==> config.mk <==
export PLATFORM = sky130hd
export DESIGN_NAME = rs232_port
export DESIGN_NICKNAME = d
export VERILOG_FILES = /design/src/rs232_pkg.sv /design/src/tx_buf2.sv /design/src/rx_core.sv /design/src/rs232_port.sv
export SDC_FILE = /design/constraint.sdc
export NUM_CORES = 2
export LEC_CHECK = 0
export BUFFER_PORTS_ARGS = -buffer_cell sky130_fd_sc_hd__buf_2
export CAP_MARGIN = 25
export CORE_MARGIN = 2
export CORE_UTILIZATION = 40
export CTS_BUF_LIST = sky130_fd_sc_hd__clkbuf_16
export DETAILED_ROUTE_END_ITERATION = 8
export GPL_TIMING_DRIVEN = 0
export SETUP_SLACK_MARGIN = 0.5
export SLEW_MARGIN = 20
export SYNTH_ARGS = -nofsm -noshare
export SYNTH_HDL_FRONTEND = slang
export SYNTH_SLANG_ARGS = --single-unit
==> constraint.sdc <==
create_clock -name pclk -period 6 [get_ports pclk]
set_input_delay 1.2 -clock pclk [delete_from_list [all_inputs] [get_ports pclk]]
set_output_delay 1.2 -clock pclk [all_outputs]
set_load 0.005 [all_outputs]
==> src/rs232_pkg.sv <==
// Shared constants, field layouts and carrier types of the serial port.
// Assumes a single 50 MHz clock; all offsets are APB byte addresses.
package rs232_pkg;
  localparam int CLK_HZ     = 50_000_000;
  localparam int OVERSAMPLE = 16;
  // Clock cycles per 16x tick for each baud rate
  localparam logic [15:0] DIV_1200   = 16'(CLK_HZ / (OVERSAMPLE * 1200));
  localparam logic [15:0] DIV_2400   = 16'(CLK_HZ / (OVERSAMPLE * 2400));
  localparam logic [15:0] DIV_4800   = 16'(CLK_HZ / (OVERSAMPLE * 4800));
  localparam logic [15:0] DIV_9600   = 16'(CLK_HZ / (OVERSAMPLE * 9600));
  localparam logic [15:0] DIV_19200  = 16'(CLK_HZ / (OVERSAMPLE * 19200));
  localparam logic [15:0] DIV_38400  = 16'(CLK_HZ / (OVERSAMPLE * 38400));
  localparam logic [15:0] DIV_57600  = 16'(CLK_HZ / (OVERSAMPLE * 57600));
  localparam logic [15:0] DIV_115200 = 16'(CLK_HZ / (OVERSAMPLE * 115200));
  // Register byte addresses
  localparam logic [11:0] ADDR_CTRL   = 12'h000;
  localparam logic [11:0] ADDR_TXDATA = 12'h004;
  localparam logic [11:0] ADDR_RXDATA = 12'h008;
  localparam logic [11:0] ADDR_STATUS = 12'h00C;
  // Control field positions and reset values
  localparam int CTRL_BAUD_LSB  = 0;
  localparam int CTRL_FMT_LSB   = 3;
  localparam int CTRL_FLOW_LSB  = 5;
  localparam int CTRL_SERIAL    = 8;
  localparam int CTRL_PANEL_LSB = 9;
  localparam logic [2:0] BAUD_RST   = 3'h6;
  localparam logic [1:0] FMT_RST    = 2'h0;
  localparam logic [2:0] FLOW_RST   = 3'h1;
  localparam logic       SERIAL_RST = 1'b0;
  localparam logic [1:0] PANEL_RST  = 2'h0;
  // Status and receive-data field positions
  localparam int ST_TXRDY   = 0;
  localparam int ST_TXBUSY  = 1;
  localparam int ST_XOFF    = 2;
  localparam int ST_ABORT   = 3;
  localparam int ST_OVR     = 4;
  localparam int ST_CNT_LSB = 8;
  localparam int RX_PERR    = 9;
  localparam int RX_VALID   = 8;
  // Encodings
  localparam logic [1:0] FMT_NONE8   = 2'h0;
  localparam logic [1:0] FMT_ODD7    = 2'h2;
  localparam logic [2:0] FLOW_NONE   = 3'h0;
  localparam logic [2:0] FLOW_XON    = 3'h1;
  localparam logic [2:0] FLOW_DTR    = 3'h2;
  localparam logic [2:0] FLOW_RTS    = 3'h3;
  localparam logic [2:0] FLOW_MODEM  = 3'h4;
  localparam logic [1:0] PANEL_LOCAL = 2'h0;
  localparam logic [1:0] PANEL_RWL   = 2'h2;
  localparam logic [7:0] CHAR_XON    = 8'h11;
  localparam logic [7:0] CHAR_XOFF   = 8'h13;
  localparam logic [7:0] CHAR_ABORT  = 8'h03;
  localparam int         RXQ_DEPTH   = 128;
  localparam logic [7:0] RXQ_HIGH    = 8'h64;
  localparam logic [7:0] RXQ_FULL    = 8'h80;

  typedef enum logic [2:0] {S_IDLE, S_START, S_DATA, S_PAR, S_STOP} bit_state_t;
  typedef struct packed {
    logic       valid;
    logic       perr;
    logic [7:0] data;
  } rx_char_t;

  // Divider for a baud selection
  function automatic logic [15:0] baud_div(input logic [2:0] sel);
    case (sel)
      3'h0:    return DIV_1200;
      3'h1:    return DIV_2400;
      3'h2:    return DIV_4800;
      3'h3:    return DIV_9600;
      3'h4:    return DIV_19200;
      3'h5:    return DIV_38400;
      3'h6:    return DIV_57600;
      default: return DIV_115200;
    endcase
  endfunction : baud_div
endpackage : rs232_pkg

==> src/tx_buf2.sv <==
// Two-entry transmit buffer with valid/ready on both sides and a flush.
// Assumes the writer holds its data until ready; flush beats a push.
`timescale 1ns/1ps
module tx_buf2 (
  input  wire logic       pclk,
  input  wire logic       presetn,
  input  wire logic       in_valid,
  input  wire logic [7:0] in_data,
  output logic            in_ready,
  output logic            out_valid,
  output logic [7:0]      out_data,
  input  wire logic       out_ready,
  input  wire logic       flush
);
  import rs232_pkg::*;
  typedef struct packed {
    logic [7:0] d0;
    logic [7:0] d1;
    logic [1:0] cnt;
  } buf_t;
  buf_t st_reg, st_next;

  assign in_ready  = (st_reg.cnt != 2'h2);
  assign out_valid = (st_reg.cnt != 2'h0);
  assign out_data  = st_reg.d0;

  // Head is always d0; a pop shifts d1 forward
  always_comb begin
    logic push;
    logic pop;
    push = in_valid & in_ready;
    pop  = out_valid & out_ready;
    st_next = st_reg;
    if (pop) begin
      st_next.d0 = st_reg.d1;
    end
    if (push) begin
      if (st_reg.cnt == 2'h0 || (st_reg.cnt == 2'h1 && pop)) begin
        st_next.d0 = in_data;
      end else begin
        st_next.d1 = in_data;
      end
    end
    st_next.cnt = st_reg.cnt + 2'(push) - 2'(pop);
    if (flush) begin
      st_next.cnt = 2'h0;
    end
  end

  always_ff @(posedge pclk or negedge presetn) begin
    if (!presetn) begin
      st_reg <= '0;
    end else begin
      st_reg <= st_next;
    end
  end
endmodule : tx_buf2

==> src/rx_core.sv <==
// Receive deserialiser on a 16x oversampling tick.
// Assumes rxd is synchronous to pclk; a bad stop bit drops the character.
`timescale 1ns/1ps
module rx_core (
  input  wire logic       pclk,
  input  wire logic       presetn,
  input  wire logic       tick,
  input  wire logic       rxd,
  input  wire logic [1:0] fmt,
  output rs232_pkg::rx_char_t rx_out
);
  import rs232_pkg::*;
  typedef struct packed {
    bit_state_t st;
    logic [3:0] sub;
    logic [2:0] bitn;
    logic [7:0] shift;
    logic       par;
    rx_char_t   out;
  } rxs_t;
  rxs_t st_reg, st_next;

  assign rx_out = st_reg.out;

  always_comb begin
    logic [7:0] d;
    d = (fmt == FMT_NONE8) ? st_reg.shift : {1'b0, st_reg.shift[7:1]};
    st_next = st_reg;
    st_next.out.valid = 1'b0;
    if (tick) begin
      st_next.sub = st_reg.sub + 4'h1;
      case (st_reg.st)
        S_IDLE: begin
          st_next.sub = 4'h0;
          if (!rxd) st_next.st = S_START;
        end
        // A start bit must still be low at mid-bit
        S_START: if (st_reg.sub == 4'h7) begin
          st_next.sub  = 4'h0;
          st_next.bitn = 3'h0;
          st_next.st   = rxd ? S_IDLE : S_DATA;
        end
        S_DATA: if (st_reg.sub == 4'hF) begin
          st_next.shift = {rxd, st_reg.shift[7:1]};
          st_next.bitn  = st_reg.bitn + 3'h1;
          if (st_reg.bitn == ((fmt == FMT_NONE8) ? 3'h7 : 3'h6)) begin
            st_next.st = (fmt == FMT_NONE8) ? S_STOP : S_PAR;
          end
        end
        S_PAR: if (st_reg.sub == 4'hF) begin
          st_next.par = rxd;
          st_next.st  = S_STOP;
        end
        S_STOP: if (st_reg.sub == 4'hF) begin
          st_next.st = S_IDLE;
          if (rxd) begin
            st_next.out.valid = 1'b1;
            st_next.out.data  = d;
            st_next.out.perr  = (fmt != FMT_NONE8) &
                                (st_reg.par ^ (^d) ^ (fmt == FMT_ODD7));
          end
        end
        default: st_next.st = S_IDLE;
      endcase
    end
  end

  always_ff @(posedge pclk or negedge presetn) begin
    if (!presetn) begin
      st_reg <= '{st: S_IDLE, shift: 8'h00, sub: 4'h0, bitn: 3'h0,
                  par: 1'b0, out: '0};
    end else begin
      st_reg <= st_next;
    end
  end
endmodule : rx_core

==> src/rs232_port.sv <==
// Serial remote port: APB registers, transmitter, receive queue and
// handshake lines. Assumes one 50 MHz clock and synchronous line inputs.
//
// Register access over APB and the placing of the registers were left to the implementer.
`timescale 1ns/1ps
module rs232_port (
  input  wire logic        pclk,
  input  wire logic        presetn,
  input  wire logic        psel,
  input  wire logic        penable,
  input  wire logic        pwrite,
  input  wire logic [11:0] paddr,
  input  wire logic [31:0] pwdata,
  output logic [31:0]      prdata,
  output logic             pready,
  output logic             pslverr,
  input  wire logic        rxd,
  output logic             txd,
  input  wire logic        cts,
  input  wire logic        dsr,
  output logic             rts,
  output logic             dtr,
  output logic             serial_active,
  output logic             keys_locked,
  output logic             local_key_locked,
  output logic             abort_pulse
);
  import rs232_pkg::*;

  typedef struct packed {
    logic        pready;
    logic        pslverr;
    logic [31:0] prdata;
    logic [2:0]  baud_sel;
    logic [1:0]  fmt;
    logic [2:0]  flow;
    logic        serial;
    logic [1:0]  panel;
    logic [15:0] div_cnt;
    logic        tick;
    bit_state_t  tx_st;
    logic [3:0]  tx_sub;
    logic [2:0]  tx_bitn;
    logic [7:0]  tx_shift;
    logic        tx_par;
    logic        txd;
    logic        xoff;
    logic        abort_flag;
    logic        ovr_flag;
    logic        abort_pulse;
    logic        rts;
    logic        dtr;
    logic        keys_locked;
    logic        local_locked;
    logic [6:0]  rd_ptr;
    logic [6:0]  wr_ptr;
    logic [7:0]  count;
  } port_t;

  port_t      st_reg, st_next;
  logic [8:0] rxq_mem [RXQ_DEPTH];
  rx_char_t   rx_char;
  logic       buf_in_ready;
  logic       buf_out_valid;
  logic [7:0] buf_out_data;
  logic       buf_pop;
  logic       buf_flush;
  logic       buf_push;
  logic       rxq_push;
  logic       rxq_pop;
  logic       done;
  logic       tx_gate;
  logic       stall;

  // Address decode used by the error answer only
  function automatic logic addr_ok(input logic [11:0] a);
    return (a == ADDR_CTRL) || (a == ADDR_TXDATA) ||
           (a == ADDR_RXDATA) || (a == ADDR_STATUS);
  endfunction : addr_ok

  // Outputs come straight from the state flops
  assign prdata           = st_reg.prdata;
  assign pready           = st_reg.pready;
  assign pslverr          = st_reg.pslverr;
  assign txd              = st_reg.txd;
  assign rts              = st_reg.rts;
  assign dtr              = st_reg.dtr;
  assign serial_active    = st_reg.serial;
  assign keys_locked      = st_reg.keys_locked;
  assign local_key_locked = st_reg.local_locked;
  assign abort_pulse      = st_reg.abort_pulse;

  // Transfer completes on the edge where the master sees pready
  assign done = psel & penable & st_reg.pready;
  // A full transmit buffer holds the access phase instead of losing data
  assign stall = pwrite & (paddr == ADDR_TXDATA) & ~buf_in_ready;
  assign buf_push = done & pwrite & (paddr == ADDR_TXDATA);
  assign rxq_pop  = done & ~pwrite & (paddr == ADDR_RXDATA) &
                    (st_reg.count != 8'h00);

  // Transmit permission per flow mode, checked only between characters
  always_comb begin
    tx_gate = st_reg.serial;
    case (st_reg.flow)
      FLOW_XON:   tx_gate = st_reg.serial & ~st_reg.xoff;
      FLOW_DTR:   tx_gate = st_reg.serial & dsr;
      FLOW_RTS:   tx_gate = st_reg.serial & cts;
      FLOW_MODEM: tx_gate = st_reg.serial & cts & dsr;
      default:    tx_gate = st_reg.serial;
    endcase
  end

  // A new character starts only on a tick so bit timing is clean
  assign buf_pop = (st_reg.tx_st == S_IDLE) & tx_gate & st_reg.tick &
                   buf_out_valid;

  // Received abort characters, and XON/XOFF in the XON flow mode, never enter the queue
  always_comb begin
    buf_flush = 1'b0;
    rxq_push  = 1'b0;
    if (rx_char.valid && st_reg.serial) begin
      if (rx_char.data == CHAR_ABORT) begin
        buf_flush = 1'b1;
      end else if (st_reg.flow == FLOW_XON &&
                   (rx_char.data == CHAR_XON ||
                    rx_char.data == CHAR_XOFF)) begin
        rxq_push = 1'b0;
      end else begin
        rxq_push = (st_reg.count != RXQ_FULL);
      end
    end
  end

  always_comb begin
    logic       rx_high;
    logic [7:0] ld;
    rx_high = (st_reg.count >= RXQ_HIGH);
    ld = (st_reg.fmt == FMT_NONE8) ? buf_out_data
                                   : {1'b0, buf_out_data[6:0]};
    st_next = st_reg;
    st_next.abort_pulse = 1'b0;

    // APB answer is prepared in the setup cycle, no wait state unless a TXDATA write stalls
    st_next.pready = psel & ~st_reg.pready & ~stall;
    if (psel && !st_reg.pready) begin
      st_next.pslverr = ~addr_ok(paddr);
      st_next.prdata  = 32'h0000_0000;
      case (paddr)
        ADDR_CTRL: begin
          st_next.prdata[CTRL_BAUD_LSB+:3]  = st_reg.baud_sel;
          st_next.prdata[CTRL_FMT_LSB+:2]   = st_reg.fmt;
          st_next.prdata[CTRL_FLOW_LSB+:3]  = st_reg.flow;
          st_next.prdata[CTRL_SERIAL]       = st_reg.serial;
          st_next.prdata[CTRL_PANEL_LSB+:2] = st_reg.panel;
        end
        ADDR_RXDATA: begin
          st_next.prdata[RX_VALID] = (st_reg.count != 8'h00);
          if (st_reg.count != 8'h00) begin
            st_next.prdata[RX_PERR:0] = {rxq_mem[st_reg.rd_ptr][8], 1'b1,
                                         rxq_mem[st_reg.rd_ptr][7:0]};
          end
        end
        ADDR_STATUS: begin
          st_next.prdata[ST_TXRDY]  = buf_in_ready;
          st_next.prdata[ST_TXBUSY] = (st_reg.tx_st != S_IDLE) |
                                      buf_out_valid;
          st_next.prdata[ST_XOFF]   = st_reg.xoff;
          st_next.prdata[ST_ABORT]  = st_reg.abort_flag;
          st_next.prdata[ST_OVR]    = st_reg.ovr_flag;
          st_next.prdata[ST_CNT_LSB+:8] = st_reg.count;
        end
        default: st_next.prdata = 32'h0000_0000;
      endcase
    end

    // Register writes take effect on the completing edge only
    if (done && pwrite && paddr == ADDR_CTRL) begin
      st_next.baud_sel = pwdata[CTRL_BAUD_LSB+:3];
      st_next.fmt      = pwdata[CTRL_FMT_LSB+:2];
      st_next.flow     = pwdata[CTRL_FLOW_LSB+:3];
      st_next.serial   = pwdata[CTRL_SERIAL];
      st_next.panel    = pwdata[CTRL_PANEL_LSB+:2];
    end
    if (done && pwrite && paddr == ADDR_STATUS) begin
      st_next.abort_flag = st_reg.abort_flag & ~pwdata[ST_ABORT];
      st_next.ovr_flag   = st_reg.ovr_flag & ~pwdata[ST_OVR];
    end

    // Panel key lockout follows the current panel mode
    st_next.keys_locked  = (st_next.panel != PANEL_LOCAL);
    st_next.local_locked = (st_next.panel == PANEL_RWL);

    // 16x tick from the selected divider
    st_next.tick = 1'b0;
    if (st_reg.div_cnt >= baud_div(st_reg.baud_sel) - 16'h0001) begin
      st_next.div_cnt = 16'h0000;
      st_next.tick    = 1'b1;
    end else begin
      st_next.div_cnt = st_reg.div_cnt + 16'h0001;
    end

    // Receive side: flags set after clears so a set is never lost
    if (rx_char.valid && st_reg.serial) begin
      if (rx_char.data == CHAR_ABORT) begin
        st_next.abort_flag  = 1'b1;
        st_next.abort_pulse = 1'b1;
      end else if (st_reg.flow == FLOW_XON &&
                   rx_char.data == CHAR_XOFF) begin
        st_next.xoff = 1'b1;
      end else if (st_reg.flow == FLOW_XON &&
                   rx_char.data == CHAR_XON) begin
        st_next.xoff = 1'b0;
      end else if (!rxq_push) begin
        st_next.ovr_flag = 1'b1;
      end
    end
    if (st_reg.flow != FLOW_XON) begin
      st_next.xoff = 1'b0;
    end

    // Receive queue pointers
    if (rxq_push) st_next.wr_ptr = st_reg.wr_ptr + 7'h01;
    if (rxq_pop)  st_next.rd_ptr = st_reg.rd_ptr + 7'h01;
    st_next.count = st_reg.count + 8'(rxq_push) - 8'(rxq_pop);

    // Handshake lines; released again once the queue drains below mark
    st_next.dtr = st_reg.serial;
    st_next.rts = st_reg.serial;
    case (st_reg.flow)
      FLOW_DTR:   st_next.dtr = st_reg.serial & ~rx_high;
      FLOW_RTS:   st_next.rts = st_reg.serial & ~rx_high;
      FLOW_MODEM: st_next.rts = st_reg.serial & ~rx_high;
      default:    st_next.dtr = st_reg.serial;
    endcase

    // Transmitter: mark idle, start, data LSB first, parity, stop
    if (buf_pop) begin
      st_next.tx_st    = S_START;
      st_next.tx_sub   = 4'h0;
      st_next.tx_bitn  = 3'h0;
      st_next.tx_shift = ld;
      st_next.tx_par   = (^ld) ^ (st_reg.fmt == FMT_ODD7);
      st_next.txd      = 1'b0;
    end else if (st_reg.tick && st_reg.tx_st != S_IDLE) begin
      st_next.tx_sub = st_reg.tx_sub + 4'h1;
      if (st_reg.tx_sub == 4'hF) begin
        case (st_reg.tx_st)
          S_START: begin
            st_next.tx_st = S_DATA;
            st_next.txd   = st_reg.tx_shift[0];
          end
          S_DATA: begin
            st_next.tx_shift = {1'b0, st_reg.tx_shift[7:1]};
            st_next.tx_bitn  = st_reg.tx_bitn + 3'h1;
            st_next.txd      = st_reg.tx_shift[1];
            if (st_reg.tx_bitn ==
                ((st_reg.fmt == FMT_NONE8) ? 3'h7 : 3'h6)) begin
              if (st_reg.fmt == FMT_NONE8) begin
                st_next.tx_st = S_STOP;
                st_next.txd   = 1'b1;
              end else begin
                st_next.tx_st = S_PAR;
                st_next.txd   = st_reg.tx_par;
              end
            end
          end
          S_PAR: begin
            st_next.tx_st = S_STOP;
            st_next.txd   = 1'b1;
          end
          S_STOP:  st_next.tx_st = S_IDLE;
          default: st_next.tx_st = S_IDLE;
        endcase
      end
    end
    if (st_next.tx_st == S_IDLE) begin
      st_next.txd = 1'b1;
    end
  end

  always_ff @(posedge pclk or negedge presetn) begin
    if (!presetn) begin
      st_reg <= '{baud_sel: BAUD_RST, fmt: FMT_RST, flow: FLOW_RST,
                  serial: SERIAL_RST, panel: PANEL_RST,
                  tx_st: S_IDLE, txd: 1'b1, default: '0};
    end else begin
      st_reg <= st_next;
    end
  end

  // Queue storage needs no reset; count says what is valid
  always_ff @(posedge pclk) begin
    if (rxq_push) begin
      rxq_mem[st_reg.wr_ptr] <= {rx_char.perr, rx_char.data};
    end
  end

  tx_buf2 u_tx_buf (
    .pclk      (pclk),
    .presetn   (presetn),
    .in_valid  (buf_push),
    .in_data   (pwdata[7:0]),
    .in_ready  (buf_in_ready),
    .out_valid (buf_out_valid),
    .out_data  (buf_out_data),
    .out_ready (buf_pop),
    .flush     (buf_flush)
  );

  rx_core u_rx (
    .pclk    (pclk),
    .presetn (presetn),
    .tick    (st_reg.tick),
    .rxd     (rxd),
    .fmt     (st_reg.fmt),
    .rx_out  (rx_char)
  );
endmodule : rs232_port

Yosys cells after proc, flatten, opt, wreduce, memory -nomap -nowiden. Memory sizes are Yosys's and may differ from the RTL's. Index checks and enable logic that the tools add are counted.

Register bits after elaboration: 143. Input bits: 52. Memories kept: 1. Bits in writable memories: 1152.

Memories: rxq_mem (words 128, bits a word 9, read ports 1, clocked after memory_dff 0, write ports 1, line rs232_port.sv:61) `logic [8:0] rxq_mem [RXQ_DEPTH];`.

Reduce and logical (&&, ||, !) cells: 49. Muxes and demuxes: 69. $lt $le $gt $ge: 2. Eq/ne operators: 41. Add/subtract/negate cells: 12. Bitwise logic cells: 38.

Operator list (number): 12-bit one-hot mux with 7 select lines (1); 10-bit two-way mux (6); 8-bit two-way mux (5); 18-bit two-way mux (2); 11-bit two-way mux (3); 16-bit two-way mux (2); 1-bit two-way mux (26); 1-bit bitwise AND (24); 12-bit by 4-bit equality test with 1-bit output, second input constant (2); 3-bit by 2-bit equality test with 1-bit output, second input constant (8); 3-bit two-way mux (8); 16-bit by 1-bit adder with 16-bit output, second input constant (1); 8-bit by 5-bit equality test with 1-bit output, second input constant (2); 16-bit greater-or-equal comparator (1); 2-bit nonzero test (8); 8-bit XOR reduction (2); 16-bit by 1-bit subtractor with 16-bit output, second input constant (1); 3-bit equality test, second input constant (5); 3-bit one-hot mux with 5 select lines (1); 5-bit one-hot mux with 3 select lines (1); 3-bit AND reduction (5); 7-bit by 1-bit adder with 7-bit output, second input constant (2); 12-bit by 3-bit equality test with 1-bit output, second input constant (1); 3-bit by 1-bit equality test with 1-bit output, second input constant (4); 43 further kinds (90).

Longest topological paths before layout.
Word-level depth: 12. Mapped depth: 16. Depth with buffers taken out: 16.

By module. From an unflattened synthesis, not the netlist that was laid out.

Cells, all modules: 2815. Area, all modules: 52382.7 µm².

Modules (own cells, without submodules): rs232_port (area each 49874.1 µm², instances 1, sequential area each 37000.5 µm², cells an instance 2595); rx_core (area each 1557.7 µm², instances 1, sequential area each 725.7 µm², cells an instance 151); tx_buf2 (area each 950.9 µm², instances 1, sequential area each 450.4 µm², cells an instance 69).

Worst setup path before layout. Ideal clock, no wire load.

Path kind: register -> register. From: register u_rx.st_reg (netlist bit u_rx.rx_out[2]). To: register st_reg[6] (netlist bit). Path buffers: 0. Setup time: 0.122 ns. Data arrival time: 4.203 ns. Slack: 1.674 ns. Stages on the path, launching flop included: 17. Required time: 5.878 ns. Path through: dfrtp_1 > nor4_1 > nand3b_1 > o21ai_0 > nor2b_1 > inv_1 > ha_1 > inv_1 > ha_1 > inv_1 > fa_1 > nand2b_1 > a21oi_1 > o21ai_0 > a21oi_1 > nor2_1 > xnor2_1.

RTL lines: start: declaration (line rx_core.sv:21) `rxs_t st_reg, st_next;`; start signal: assignment (line rx_core.sv:70) `st_reg <= '{st: S_IDLE, shift: 8'h00, sub: 4'h0, bitn: 3'h0,`; start signal: assignment (line rx_core.sv:73) `st_reg <= st_next;`; end signal: assignment (line rs232_port.sv:283) `st_reg <= '{baud_sel: BAUD_RST, fmt: FMT_RST, flow: FLOW_RST,`; end signal: assignment (line rs232_port.sv:287) `st_reg <= st_next;`; end: declaration (line rs232_port.sv:60) `port_t st_reg, st_next;`.

Worst setup path after layout.
From: register st_reg[19] (netlist bit). To: register st_reg (netlist bit prdata[1]).

Cells in the longest elaborated chain, start to end: 3.

Ends and longest elaborated chain: memory 128 x 9 bit; 10-bit two-way mux (line rs232_port.sv:158) `if (st_reg.count != 8'h00) begin`; 5-bit one-hot mux with 3 select lines (line rs232_port.sv:148) `case (paddr)`.

No other way between the ends. A chain may end at the register's enable or synchronous reset.

==> impl_metrics.tcl <==
set metrics [dict create \
    ys_types 78 \
    fillers 11200 \
    ctsResizeCount 0 \
    crit_type "flip-flop to flip-flop" \
    power.share.switching_pct 20.9 \
    synth-async-reset-ratio_pct 11.0 \
    cts_buffer_depth 3 \
    fin_crit_sh_pct 85.8 \
    drv_cap 0 \
    drive_gt1_share_pct 20.6 \
    die_y_um 367 \
    switching_power_uw 3750 \
    ir_drop_mv 0.296 \
    seqPwrFrac_pct 54.1 \
    fmax_mhz 194 \
    io_buffers 55 \
    netlist_area_sq_um 52800 \
    rsz0062_at_grt "false" \
    path_cells "clkbuf_1, clkinv_1, nand3_1, clkbuf_1, o22ai_1, nor4_1, o31ai_1, a31o_2" \
    powerDensity_nw_per_um2 298 \
    hold_viol_final 0 \
    pwr-share-clk_pct 44.2 \
    cts_tree "done" \
    postSynthAreaPerCell_sq_um 17.8 \
    grt_max_degree 86 \
    routed-via-count 30200 \
    cp_slowest_stage_delay_ps 830 \
    antenna_found_initial 4 \
    post_drt_wl_per_cell_um 31.8 \
    numCtsBuffers 136 \
    drc 0 \
    htreeDepth 4 \
    clkSinkCount 1295 \
    rows 133 \
    post_cts_buffers 0 \
    finalNetCount 3328 \
    status "finished clean" \
    power.leakage_uw 0.0168 \
    drt-pass1-iter-count 6 \
    intPower_uw 14200 \
    num_io_pins 93 \
    globalplace.congestion 1.01 \
    synth-warning-count 0 \
    finClkSkew_ps 29.1 \
    hold_buffers 0 \
    place_ws_ps 955 \
    slowest_stage "nor4_1" \
    setup-tns-final_ps 0 \
    grt_usage_pct 23.7 \
    synth_top_flop_cell "edfxtp_1" \
    dieWidth_um 367 \
    initialDrtViolationCount 4341 \
    final_cell_area_sq_um 60400 \
    worstPathArrival_ps 5780 \
    coreArea_sq_um 131000 \
    synthCells 2974 \
    min_path_type "input pin to async pin" \
    vias_per_cell 5.93 \
    ant_nets 0 \
    layout_commonest_cell "edfxtp_1" \
    end_kind "flip-flop" \
    slew_headroom_pct 21.0 \
    power_frac_comb_pct 1.6 \
    synth_seq_cells 1295 \
    root_buffer "clkbuf_16" \
    synth_edf_count 1152 \
    largest_reg_flops 1152 \
    cp_common_cell "clkbuf_1" \
    worst_pin_slew_ps 1170 \
    initial_utilization_pct 40.3 \
    seq_area_frac_synth_pct 72.2 \
    crit_fanout 10 \
    hpwl_um 107000 \
    post_dp_cell_area_sq_um 56000 \
    insertion_delay_ps 760 \
    setup_violations 0 \
    layout_common_cells "edfxtp_1, mux2i_1, mux4_2" \
    drv_slew 0 \
    grt_overflow_total 0 \
    grt_pass1_vias 28900 \
    period_minus_slack_ps 5150 \
    clk_pin_slew_ps 60 \
    required_ps 6630 \
    area_growth_pct 14.2 \
    critPathLaunchType "flip-flop" \
    drt-total-wl_um 162000 \
    setup_ws_ps 852 \
    dieArea_sq_um 135000 \
    grt_pass1_wl_um 224000 \
]
[final cells by class]
| class | count | area (sq um) | share of cell area, % |
|---|---|---|---|
| timing repair buffer | 107 | 1010 | 1.67 |
| inverter | 30 | 113 | 0.187 |
| antenna | 3 | 7.51 | 0.0124 |
| clock buffer | 139 | 3480 | 5.76 |
| tap | 1755 | 2200 | 3.64 |
| buffer | 196 | 1200 | 1.99 |
| sequential | 1295 | 38200 | 63.3 |
| clock inverter | 105 | 694 | 1.15 |
| multi-input combinational | 1469 | 13400 | 22.3 |
[power groups by stage]
stage                     combinational, uW  sequential (uW)  clock [uW]
after floorplan                         207             9920           0
after global placement                  293             9930           0
after detailed placement                300             9930           0
after CTS                               299             9740        8030
after global routing                    336             9740        8380
final                                   293             9740        7960
[logic make-up (layout without fill, tap and decap cells)]
| family | count (synthesis) | after routing | share of synthesized area (%) |
|---|---|---|---|
| flops | 1295 | 1295 | 72.2 |
| mux | 510 | 510 | 14.4 |
| simple gates | 450 | 450 | 3.97 |
| compound gates | 392 | 392 | 4.95 |
| buf+inv | 226 | 577 | 2.46 |
| xor+xnor | 58 | 58 | 0.961 |
| fa+ha+maj | 41 | 41 | 0.985 |
| other cells | 2 | 21 | 0.0142 |
[stage by stage]
step | utilization, % | std cells | total power [uW] | hold slack [ps]
floorplan | - | 2990 | 10100 | 445
global placement | 42.2 | 4800 | 10200 | 459
detailed placement | 42.7 | 4830 | 10200 | 469
CTS | 45.8 | 5074 | 18100 | 369
global route | 46.0 | 5096 | 18500 | 407
finish | 46.0 | 5099 | 18000 | 390
[routing by layer]
layer,GRT usage (%),share of wire (%)
met3,6.51,11
met5,0,0.0068
met1,32.1,39
met4,10.5,4.8
met2,35.9,45
[critical path: cells and delay by family (launching register included)]
family / cells / cell delay, ps
AO/OA/AOI/OAI: 3 / 1010
buffers and inverters: 3 / 2160
flip-flops: 1 / 330
AND/OR/NAND/NOR: 2 / 1500
[Yosys cell counts, types with 4 or more instances]
cell | count | area share, %
edfxtp_1 | 1152 | 65
mux2i_1 | 263 | 5.0
mux4_2 | 196 | 8.4
nor2_1 | 191 | 1.4
dfrtp_1 | 139 | 6.6
nand2_1 | 98 | 0.70
o21ai_0 | 81 | 0.77
clkbuf_1 | 77 | 0.55
a21oi_1 | 71 | 0.67
mux2_2 | 51 | 1.1
buf_4 | 50 | 0.71
a22oi_1 | 42 | 0.60
ha_1 | 40 | 0.95
nand3_1 | 40 | 0.38
buf_2 | 39 | 0.37
a211oi_1 | 35 | 0.50
xnor2_1 | 32 | 0.53
a221oi_1 | 31 | 0.51
inv_1 | 29 | 0.21
o22ai_1 | 29 | 0.34
xor2_1 | 26 | 0.43
buf_6 | 22 | 0.47
nor2b_1 | 21 | 0.25
nor3_1 | 19 | 0.18
o31ai_1 | 17 | 0.24
a31oi_1 | 13 | 0.15
a21o_1 | 12 | 0.17
nand2b_1 | 12 | 0.14
nand3b_1 | 12 | 0.17
and3_1 | 11 | 0.13
a2bb2oi_1 | 9 | 0.15
o221ai_1 | 9 | 0.15
nand4_1 | 8 | 0.095
a2111oi_0 | 6 | 0.099
a21boi_0 | 6 | 0.085
and2_1 | 5 | 0.059
nor3b_1 | 5 | 0.071
nor4_1 | 5 | 0.059
o211ai_1 | 5 | 0.071
or3_1 | 5 | 0.059
buf_1 | 4 | 0.028
dfstp_2 | 4 | 0.20
or4_1 | 4 | 0.057
[path summary, 6_finish.rpt]
kind                                        start                endpoint  slack [ps]  cells after the start
max                        st_reg[19]$_DFFE_PN0P_   prdata[1]$_DFFE_PN0P_         850                      8
min                                       presetn    st_reg[66]$_DFF_PN0_         390                      1
max reg2reg                st_reg[19]$_DFFE_PN0P_   prdata[1]$_DFFE_PN0P_         850                      8
min reg2reg                   pslverr$_DFFE_PN0P_     pslverr$_DFFE_PN0P_         480                      2
max in group asynchronous                 presetn  prdata[13]$_DFFE_PN0P_        4810                      2
min in group pclk             pslverr$_DFFE_PN0P_     pslverr$_DFFE_PN0P_         480                      2
No activity file was read; power rests on OpenSTA's default activity.
